[src/logic/adc_status_pkg.sv]
// Constants for the converter status, result and interrupt register block
// Operation
// - Channel state register bit reads 1 when channel enabled, 0 when disabled
// - Status layout: done 7:0, overrun 15:8, ready 16, global 17, end 18, full 19
// - Buffer full flag is 1 exactly when both receive counters are zero
// - Buffer end flag sets when current counter steps down from 1, clears on counter write
// - Global overrun flag sets on error, clears when status register is read
// - Ready flag sets on conversion done, clears on last result read
// - Channel overrun flag sets on channel error, clears on status read
// - Channel done flag is 1 only while enabled and conversion completed
// - Last result captures 10-bit result at every conversion end
// - Channel result loads at conversion end only when channel enabled
// - Writing 1 to interrupt enable set register sets mask bit
// - Writing 1 to interrupt enable clear register clears mask bit
// - Mask state register reads enabled sources at status bit positions
// - Channel on set register enables, clear register disables, zeros ignored
package adc_status_pkg;
  localparam int          NUM_CH           = 8;
  localparam int          RES_W            = 10;
  localparam int          CNT_W            = 16;
  localparam int          FLAG_W           = 20;
  // Byte offsets
  localparam logic [7:0]  OFS_CH_ON_SET    = 8'h10;
  localparam logic [7:0]  OFS_CH_ON_CLR    = 8'h14;
  localparam logic [7:0]  OFS_CH_STATE     = 8'h18;
  localparam logic [7:0]  OFS_STATUS       = 8'h1c;
  localparam logic [7:0]  OFS_LAST         = 8'h20;
  localparam logic [7:0]  OFS_IRQ_SET      = 8'h24;
  localparam logic [7:0]  OFS_IRQ_CLR      = 8'h28;
  localparam logic [7:0]  OFS_IRQ_MASK     = 8'h2c;
  localparam logic [7:0]  OFS_CH_RES0      = 8'h30;
  localparam logic [7:0]  OFS_CH_RES7      = 8'h4c;
  localparam logic [7:0]  OFS_RX_CUR       = 8'h80;
  localparam logic [7:0]  OFS_RX_NEXT      = 8'h84;
  localparam logic [7:0]  OFS_VERSION      = 8'hfc;
  // Status field positions
  localparam int          POS_DONE         = 0;
  localparam int          POS_OVR          = 8;
  localparam int          POS_READY        = 16;
  localparam int          POS_GLOBAL       = 17;
  localparam int          POS_END          = 18;
  localparam int          POS_FULL         = 19;
  // Reset values
  localparam logic [31:0] RST_STATUS       = 32'h000c0000;
  localparam logic [31:0] RST_ZERO         = 32'h00000000;
  localparam logic [CNT_W-1:0] RST_COUNT   = 16'h0000;
  // Version value is arbitrary
  localparam logic [31:0] VERSION_VALUE    = 32'h00000100;
endpackage : adc_status_pkg

[src/logic/adc_status_regs.sv]
// Status, result and interrupt mask registers of the converter, APB slave
//
// The APB register port was chosen for this implementation.
`timescale 1ns/10ps
module adc_status_regs (
  input  wire logic                                clock_i,
  input  wire logic                                rst_b_i,
  input  wire logic                                psel_i,
  input  wire logic                                penable_i,
  input  wire logic                                pwrite_i,
  input  wire logic [7:0]                          paddr_i,
  input  wire logic [31:0]                         pwdata_i,
  output logic      [31:0]                         prdata_o,
  output logic                                     pready_o,
  output logic                                     pslverr_o,
  input  wire logic                                conv_done_i,
  input  wire logic [2:0]                          conv_chan_i,
  input  wire logic [adc_status_pkg::RES_W-1:0]    conv_data_i,
  input  wire logic [adc_status_pkg::NUM_CH-1:0]   chan_overrun_i,
  input  wire logic                                global_overrun_i,
  input  wire logic                                rx_dec_i,
  output logic      [adc_status_pkg::NUM_CH-1:0]   channel_on_o,
  output logic      [adc_status_pkg::CNT_W-1:0]    rx_count_current_o,
  output logic                                     irq_o
);
  localparam int N = adc_status_pkg::NUM_CH;
  localparam int FW = adc_status_pkg::FLAG_W;

  typedef enum logic [1:0] {IDLE, READ_WAIT, DONE} bus_state_type;

  bus_state_type                      state;
  logic [N-1:0]                       channel_on;
  logic [N-1:0]                       channel_done_flag;
  logic [N-1:0]                       channel_overrun_flag;
  logic                               result_ready_flag;
  logic                               global_overrun_flag;
  logic                               rx_buffer_end_flag;
  logic                               rx_buffer_full_flag;
  logic [adc_status_pkg::CNT_W-1:0]   rx_count_current;
  logic [adc_status_pkg::CNT_W-1:0]   rx_count_next;
  logic [adc_status_pkg::RES_W-1:0]   last_result_value;
  logic [FW-1:0]                      irq_mask;
  logic [FW-1:0]                      status_flags;
  logic [adc_status_pkg::RES_W-1:0]   bank_data;
  logic [2:0]                         bank_sel;
  logic                               wr_strobe;
  logic                               rd_strobe;
  logic                               mapped;
  logic                               rd_status;
  logic                               rd_last;
  logic                               wr_cur;
  logic                               wr_next;
  logic                               wr_ch_set;
  logic                               wr_ch_clr;
  logic                               wr_irq_set;
  logic                               wr_irq_clr;
  logic                               late_result;
  logic [31:0]                        next_rdata;

  // Address decode used for both mapping check and read mux
  function automatic logic is_result(input logic [7:0] a);
    return a >= adc_status_pkg::OFS_CH_RES0 && a <= adc_status_pkg::OFS_CH_RES7
           && a[1:0] == 2'b00;
  endfunction : is_result

  // Accesses complete on the second access cycle for results, otherwise at once
  assign wr_strobe = psel_i && penable_i && pwrite_i && pready_o;
  assign rd_strobe = psel_i && penable_i && !pwrite_i && pready_o;
  assign rd_status = rd_strobe && paddr_i == adc_status_pkg::OFS_STATUS;
  assign rd_last   = rd_strobe && paddr_i == adc_status_pkg::OFS_LAST;
  assign wr_cur    = wr_strobe && paddr_i == adc_status_pkg::OFS_RX_CUR;
  assign wr_next   = wr_strobe && paddr_i == adc_status_pkg::OFS_RX_NEXT;
  assign wr_ch_set  = wr_strobe && paddr_i == adc_status_pkg::OFS_CH_ON_SET;
  assign wr_ch_clr  = wr_strobe && paddr_i == adc_status_pkg::OFS_CH_ON_CLR;
  assign wr_irq_set = wr_strobe && paddr_i == adc_status_pkg::OFS_IRQ_SET;
  assign wr_irq_clr = wr_strobe && paddr_i == adc_status_pkg::OFS_IRQ_CLR;
  assign bank_sel  = paddr_i[4:2] - 3'(adc_status_pkg::OFS_CH_RES0 >> 2);

  always_comb begin
    unique case (paddr_i)
      adc_status_pkg::OFS_CH_ON_SET, adc_status_pkg::OFS_CH_ON_CLR,
      adc_status_pkg::OFS_IRQ_SET, adc_status_pkg::OFS_IRQ_CLR,
      adc_status_pkg::OFS_RX_CUR, adc_status_pkg::OFS_RX_NEXT: mapped = 1'b1;
      adc_status_pkg::OFS_CH_STATE, adc_status_pkg::OFS_STATUS,
      adc_status_pkg::OFS_LAST, adc_status_pkg::OFS_IRQ_MASK,
      adc_status_pkg::OFS_VERSION: mapped = !pwrite_i;
      default: mapped = is_result(paddr_i) && !pwrite_i;
    endcase
  end

  // Ready: one wait state on result reads while the bank output settles
  always_ff @(posedge clock_i) begin
    if (!rst_b_i) begin
      state <= IDLE;
    end else begin
      unique case (state)
        IDLE: begin
          if (psel_i && !penable_i && !pwrite_i && is_result(paddr_i)) begin
            state <= READ_WAIT;
          end
        end
        READ_WAIT: state <= DONE;
        DONE: state <= IDLE;
        default: state <= IDLE;
      endcase
    end
  end

  always_comb begin
    pready_o  = !(psel_i && !pwrite_i && is_result(paddr_i)) || state == DONE;
    pslverr_o = psel_i && penable_i && pready_o && !mapped;
  end

  // Channel enable state
  always_ff @(posedge clock_i) begin
    if (!rst_b_i) begin
      channel_on <= '0;
    end else if (wr_ch_set) begin
      channel_on <= channel_on | pwdata_i[N-1:0];
    end else if (wr_ch_clr) begin
      channel_on <= channel_on & ~pwdata_i[N-1:0];
    end
  end

  // Per-channel done flags; dropped when the channel is disabled
  genvar g;
  generate
    for (g = 0; g < N; g++) begin : g_done
      always_ff @(posedge clock_i) begin
        if (!rst_b_i) begin
          channel_done_flag[g] <= 1'b0;
        end else if (!channel_on[g]) begin
          channel_done_flag[g] <= 1'b0;
        end else if (conv_done_i && conv_chan_i == 3'(g)) begin
          channel_done_flag[g] <= 1'b1;
        end
      end
    end
  endgenerate

  // Channel overrun: a status read clears only the bits it reported; set wins
  always_ff @(posedge clock_i) begin
    if (!rst_b_i) begin
      channel_overrun_flag <= '0;
    end else if (rd_status) begin
      channel_overrun_flag <= chan_overrun_i | (channel_overrun_flag
        & ~prdata_o[adc_status_pkg::POS_OVR +: N]);
    end else begin
      channel_overrun_flag <= channel_overrun_flag | chan_overrun_i;
    end
  end

  // Global overrun, cleared only when the read reported it; set wins
  always_ff @(posedge clock_i) begin
    if (!rst_b_i) begin
      global_overrun_flag <= 1'b0;
    end else if (rd_status && prdata_o[adc_status_pkg::POS_GLOBAL]) begin
      global_overrun_flag <= global_overrun_i;
    end else begin
      global_overrun_flag <= global_overrun_flag | global_overrun_i;
    end
  end

  // Last converted value, kept until the next conversion ends
  always_ff @(posedge clock_i) begin
    if (!rst_b_i) begin
      last_result_value <= '0;
    end else if (conv_done_i) begin
      last_result_value <= conv_data_i;
    end
  end

  // A result landing at a setup edge is missing from that read's data
  always_ff @(posedge clock_i) begin
    if (!rst_b_i) begin
      late_result <= 1'b0;
    end else begin
      late_result <= conv_done_i && psel_i && !penable_i;
    end
  end

  // Ready flag: a new result wins over the read that clears it
  always_ff @(posedge clock_i) begin
    if (!rst_b_i) begin
      result_ready_flag <= 1'b0;
    end else begin
      result_ready_flag <= conv_done_i
                           | (result_ready_flag && !(rd_last && !late_result));
    end
  end

  // Current receive counter: reloads from the next counter when it runs out
  always_ff @(posedge clock_i) begin
    if (!rst_b_i) begin
      rx_count_current <= adc_status_pkg::RST_COUNT;
    end else if (wr_cur) begin
      rx_count_current <= pwdata_i[adc_status_pkg::CNT_W-1:0];
    end else if (rx_dec_i && rx_count_current != '0) begin
      if (rx_count_current == 16'h0001 && rx_count_next != '0) begin
        rx_count_current <= rx_count_next;
      end else begin
        rx_count_current <= rx_count_current - 16'h0001;
      end
    end
  end

  // Next receive counter: emptied once handed over, kept if current is rewritten
  always_ff @(posedge clock_i) begin
    if (!rst_b_i) begin
      rx_count_next <= adc_status_pkg::RST_COUNT;
    end else if (wr_next) begin
      rx_count_next <= pwdata_i[adc_status_pkg::CNT_W-1:0];
    end else if (rx_dec_i && rx_count_current == 16'h0001 && !wr_cur) begin
      rx_count_next <= '0;
    end
  end

  // End flag: a step down from 1 of the current counter wins over a counter write in the same cycle
  always_ff @(posedge clock_i) begin
    if (!rst_b_i) begin
      rx_buffer_end_flag <= adc_status_pkg::RST_STATUS[adc_status_pkg::POS_END];
    end else if (rx_dec_i && rx_count_current == 16'h0001) begin
      rx_buffer_end_flag <= 1'b1;
    end else if (wr_cur || wr_next) begin
      rx_buffer_end_flag <= 1'b0;
    end
  end

  assign rx_buffer_full_flag = rx_count_current == '0 && rx_count_next == '0;

  // Status word layout
  always_comb begin
    status_flags = '0;
    status_flags[adc_status_pkg::POS_DONE +: N] = channel_done_flag & channel_on;
    status_flags[adc_status_pkg::POS_OVR +: N]  = channel_overrun_flag;
    status_flags[adc_status_pkg::POS_READY]     = result_ready_flag;
    status_flags[adc_status_pkg::POS_GLOBAL]    = global_overrun_flag;
    status_flags[adc_status_pkg::POS_END]       = rx_buffer_end_flag;
    status_flags[adc_status_pkg::POS_FULL]      = rx_buffer_full_flag;
  end

  // Interrupt mask: set has priority over clear within one write
  always_ff @(posedge clock_i) begin
    if (!rst_b_i) begin
      irq_mask <= '0;
    end else if (wr_irq_set) begin
      irq_mask <= irq_mask | pwdata_i[FW-1:0];
    end else if (wr_irq_clr) begin
      irq_mask <= irq_mask & ~pwdata_i[FW-1:0];
    end
  end

  // Registered interrupt line
  always_ff @(posedge clock_i) begin
    if (!rst_b_i) begin
      irq_o <= 1'b0;
    end else begin
      irq_o <= |(status_flags & irq_mask);
    end
  end

  channel_result_bank u_bank (
    .clock_i    (clock_i),
    .rst_b_i    (rst_b_i),
    .done_i     (conv_done_i),
    .chan_i     (conv_chan_i),
    .data_i     (conv_data_i),
    .enabled_i  (channel_on),
    .sel_i      (bank_sel),
    .sel_data_o (bank_data)
  );

  // Read mux; unused upper bits stay zero
  always_comb begin
    next_rdata = '0;
    unique case (paddr_i)
      adc_status_pkg::OFS_CH_STATE: next_rdata[N-1:0] = channel_on;
      adc_status_pkg::OFS_STATUS:   next_rdata[FW-1:0] = status_flags;
      adc_status_pkg::OFS_LAST:     next_rdata[adc_status_pkg::RES_W-1:0] = last_result_value;
      adc_status_pkg::OFS_IRQ_MASK: next_rdata[FW-1:0] = irq_mask;
      adc_status_pkg::OFS_RX_CUR:   next_rdata[adc_status_pkg::CNT_W-1:0] = rx_count_current;
      adc_status_pkg::OFS_RX_NEXT:  next_rdata[adc_status_pkg::CNT_W-1:0] = rx_count_next;
      adc_status_pkg::OFS_VERSION:  next_rdata = adc_status_pkg::VERSION_VALUE;
      default: begin
        if (is_result(paddr_i)) begin
          next_rdata[adc_status_pkg::RES_W-1:0] = bank_data;
        end
      end
    endcase
  end

  // Read data register, loaded in the setup and wait cycles
  always_ff @(posedge clock_i) begin
    if (!rst_b_i) begin
      prdata_o <= adc_status_pkg::RST_ZERO;
    end else if (psel_i && !pwrite_i && !pready_o) begin
      prdata_o <= next_rdata;
    end else if (psel_i && !penable_i && !pwrite_i) begin
      prdata_o <= next_rdata;
    end
  end

  assign channel_on_o       = channel_on;
  assign rx_count_current_o = rx_count_current;
endmodule : adc_status_regs

[src/logic/channel_result_bank.sv]
// Per-channel result storage
`timescale 1ns/10ps
module channel_result_bank (
  input  wire logic                                   clock_i,
  input  wire logic                                   rst_b_i,
  input  wire logic                                   done_i,
  input  wire logic [2:0]                             chan_i,
  input  wire logic [adc_status_pkg::RES_W-1:0]       data_i,
  input  wire logic [adc_status_pkg::NUM_CH-1:0]      enabled_i,
  input  wire logic [2:0]                             sel_i,
  output logic      [adc_status_pkg::RES_W-1:0]       sel_data_o
);
  logic [adc_status_pkg::RES_W-1:0] result [adc_status_pkg::NUM_CH];

  // Load a slot only when its channel is enabled
  genvar g;
  generate
    for (g = 0; g < adc_status_pkg::NUM_CH; g++) begin : g_slot
      always_ff @(posedge clock_i) begin
        if (!rst_b_i) begin
          result[g] <= '0;
        end else if (done_i && chan_i == 3'(g) && enabled_i[g]) begin
          result[g] <= data_i;
        end
      end
    end
  endgenerate

  // Registered read port
  always_ff @(posedge clock_i) begin
    if (!rst_b_i) begin
      sel_data_o <= '0;
    end else begin
      sel_data_o <= result[sel_i];
    end
  end
endmodule : channel_result_bank

[config.mk]
export PLATFORM = sky130hd
export DESIGN_NAME = adc_status_regs
export DESIGN_NICKNAME = d
export VERILOG_FILES = /design/src/logic/adc_status_pkg.sv /design/src/logic/adc_status_regs.sv /design/src/logic/channel_result_bank.sv
export SDC_FILE = /design/constraint.sdc
export NUM_CORES = 1
export LEC_CHECK = 0
export BUFFER_PORTS_ARGS = -buffer_cell sky130_fd_sc_hd__buf_2
export CAP_MARGIN = 20
export CORE_ASPECT_RATIO = 1.5
export CORE_MARGIN = 2
export CORE_UTILIZATION = 34
export DETAILED_ROUTE_END_ITERATION = 12
export PLACE_DENSITY = 0.64
export SYNTH_ARGS = -nofsm -noshare
export SYNTH_HDL_FRONTEND = slang
export SYNTH_HIERARCHICAL = 1
export SYNTH_SLANG_ARGS = --single-unit
[constraint.sdc]
create_clock -name clock_i -period 4.7 [get_ports clock_i]
set_input_delay 0.705 -clock clock_i [delete_from_list [all_inputs] [get_ports clock_i]]
set_output_delay 0.705 -clock clock_i [all_outputs]
set_load 0.005 [all_outputs]
==> flow_summary_export.csv <==
group,metric,value,unit
power_and_ir_drop,p_seq_frac,0.426,
critical_path,required,3.99,ns
sta,tns,0,ns
sta,finalHoldViolations,0,
logic_synthesis,syn_avg_cell_area,10.4,sq um
logic_synthesis,ys_seq_area_frac,0.490,
logic_synthesis,ys_ff_latch,203,
run_status,outcome,"completed",
cts,cts-buffers-inserted,22,
cts,insertion_delay,0.52,ns
cts,root_buffer,"clkbuf_16",
layout,area_growth_syn_to_layout,15.8,%
logic_synthesis,synth_edf_count,80,
route,ant_nets,0,
global_routing,grt_max_degree,46,
sta,slew_headroom,0.316,
critical_path,path_cells,"buf_2 -> nor4b_1 -> and2_1 -> buf_4 -> nor2_1 -> nand3_1 -> a211oi_1 -> buf_2",
route,via_count,8129,
route,vias_per_cell,5.61,
critical_path,cp.arrival,2.65,ns
critical_path,crit_fanout,18,
route,drc_errors,0,
power_and_ir_drop,p_int,3400,uW
global_routing,track_usage,0.203,
layout,fill_cells,2839,
layout,final_layout_size_suffix_gt1_frac,0.198,
sta,timing.fmax,298,MHz
sta,maxSlewViolCount,0,
power_and_ir_drop,switchingPower,1450,uW
cts,h-tree-depth,1,
route,drt-initial-drc-count,668,
floorplan,core,28700,sq um
cts,hold_buffers,0,
sta,worst_pin_slew,1.02,ns
floorplan,ioPinCount,128,
floorplan,initial_utilization,0.345,
cts,clk_path_buf_depth,3,
cts,clk_pin_slew,0.06,ns
logic_synthesis,ys_warn_count,6,
global_routing,overflow,0,
power_and_ir_drop,p_sw_frac,0.299,
floorplan,fp-row-count,76,
floorplan,dieHeight,213,um
cts,post-cts-setup-buffers,0,
logic_synthesis,synth_area,9920,sq um
layout,mostFrequentLayoutCell,"dfxtp_1",
layout,layout.cells.non_filler,1449,
power_and_ir_drop,combPwrFrac,0.203,
cts,numClockSinks,203,
placed_design,io_buffers,103,
critical_path,max_stage_delay,0.83,ns
sta,rsz0062_at_grt,"false",
power_and_ir_drop,clkPwrFrac,0.371,
critical_path,critPathKind,"in -> out",
sta,fin_crit,3.35,ns
power_and_ir_drop,power_leakage,0.00441,uW
logic_synthesis,ys_types,78,
hold_path,hp-class,"in -> reg",
run,maxCapViolations,0,
layout,layout_common_cells,"123 x dfxtp_1, 103 x buf_2, 82 x nand2_1",
critical_path,crit_path_end_kind,"output port",
route,wire_per_inst,21.3,um
power_and_ir_drop,power.density,422,nW/um^2
sta,finClkSkew,0.0146,ns
sta,hold_ws,0.397,ns
critical_path,start_kind,"input pin",
critical_path,crit_path_top_delay_cell,"nor4b_1",
sta,min_period_over_period,0.713,
logic_synthesis,syn_inst,956,
floorplan,die_width,143,um
power_and_ir_drop,vdd_drop_max,0.242,mV
global_routing,grt_pass1_wl,47100,um
route,wirelength,30900,um
cts,cts_resized,0,
route,dr.pass1.iters,6,
critical_path,crit_path_frequent_cell,"buf_2",
global_routing,antenna_found_initial,4,
placed_design,place_congestion,0.900,
cts,cts_tree,"done",
sta,setup-violations-final,0,
global_routing,first_global_vias,7951,
logic_synthesis,synth_ff_type,"dfxtp_1",
floorplan,die_area,30600,sq um
placed_design,dpl.hpwl,22300,um
placed_design,dp_cells,1407,
layout,finalNetCount,1113,
logic_synthesis,async_flop_share,0,
per-layer routing:
layer  global-route usage  wire, um  vias up
met5                    0        34        -
met4                0.130      1990        6
met3               0.0334      1960      104
met2                0.358     15600      353
met1                0.223     11300     3948
li1                     -         -     3718
worst max-delay path: cells and delay by family:
kind / cells / cell delay, ns
AO/OA/AOI/OAI: 1 / 0.12
buffers and inverters: 3 / 0.59
AND/OR/NAND/NOR: 4 / 1.23
cell type report:
class / count / area [sq um] / area share
diodes: 1 / 2.50 / 0.000218
clock buffers: 27 / 591 / 0.0514
clock inverters: 13 / 161 / 0.0141
inverters: 8 / 30.0 / 0.00261
multi-input cells: 686 / 4690 / 0.408
flip-flops and latches: 203 / 4860 / 0.424
well taps: 390 / 488 / 0.0425
repair buffers: 121 / 663 / 0.0577
through the flow:
step | utilization | worst slack (ns) | power (uW) | area (sq um)
2_1_floorplan | - | 1.99 | 2750 | 9960
3_3_place_gp | 0.373 | 1.42 | 3060 | 10700
3_5_place_dp | 0.373 | 1.40 | 3070 | 10700
4_1_cts | 0.399 | 1.38 | 4880 | 11500
5_1_grt | 0.400 | 1.16 | 5060 | 11500
6_report | 0.400 | 1.35 | 4850 | 11500
logic make-up (layout without fill, tap and decap cells):
group                    after synthesis  after routing  share of synthesized area
multiplexers                          52             52                     0.0777
buffers and inverters                 78            169                     0.0439
AO/OA/AOI/OAI                        210            210                      0.154
XOR/XNOR                              10             10                    0.00883
AND/OR/NAND/NOR                      400            400                      0.222
adder cells (fa/ha/maj)                2              2                    0.00252
flip-flops                           203            203                      0.490
other                                  1             13                   0.000378
final timing paths:
check | from | endpoint | slack [ns] | depth (start not counted)
worst max register to register | rx_count_current_o[0] | irq_o | 2.14 | 7
worst min register to register | state[1] | state[1] | 0.46 | 1
worst min-delay path | chan_overrun_i[3] | channel_overrun_flag[3] | 0.40 | 2
worst max-delay path | paddr_i[6] | pslverr_o | 1.35 | 8
Yosys cell counts, types with 4 or more instances:
cell type / number / area (sq um)
a22o_1: 5 / 43.8
buf_2: 14 / 70.1
dfxtp_1: 123 / 2460
a311oi_1: 6 / 52.6
a21boi_0: 10 / 75.1
buf_4: 17 / 128
nand4_1: 5 / 31.3
o31ai_1: 8 / 60.1
and2_1: 81 / 507
and3_1: 27 / 169
buf_6: 8 / 90.1
o22ai_1: 6 / 37.5
a22oi_2: 10 / 125
a221oi_1: 6 / 52.6
a211oi_1: 8 / 60.1
nor4_1: 10 / 62.6
nand2b_1: 4 / 25.0
edfxtp_1: 80 / 2400
nor4_2: 4 / 50.1
nand3b_1: 7 / 52.6
a21oi_1: 42 / 210
a22oi_1: 13 / 97.6
a222oi_1: 9 / 90.1
xnor2_1: 9 / 78.8
nor3_2: 4 / 40.0
inv_1: 6 / 22.5
a31oi_1: 12 / 75.1
mux4_2: 20 / 450
mux2i_1: 32 / 320
nand2_1: 82 / 308
o211a_1: 9 / 90.1
clkbuf_1: 28 / 105
nor3_1: 19 / 95.1
nand3_1: 41 / 205
o21a_1: 12 / 90.1
nor3b_1: 7 / 52.6
o21ai_0: 31 / 155
nor2_1: 75 / 282
power groups by stage:
stage,Sequential (uW),Combinational [uW],Clock [uW]
global route,2080,1080,1900
detailed placement,2100,971,0
global placement,2100,957,0
CTS,2060,977,1840
floorplan,2050,702,0
finish,2070,985,1800
Power figures use the tool's default switching activity.
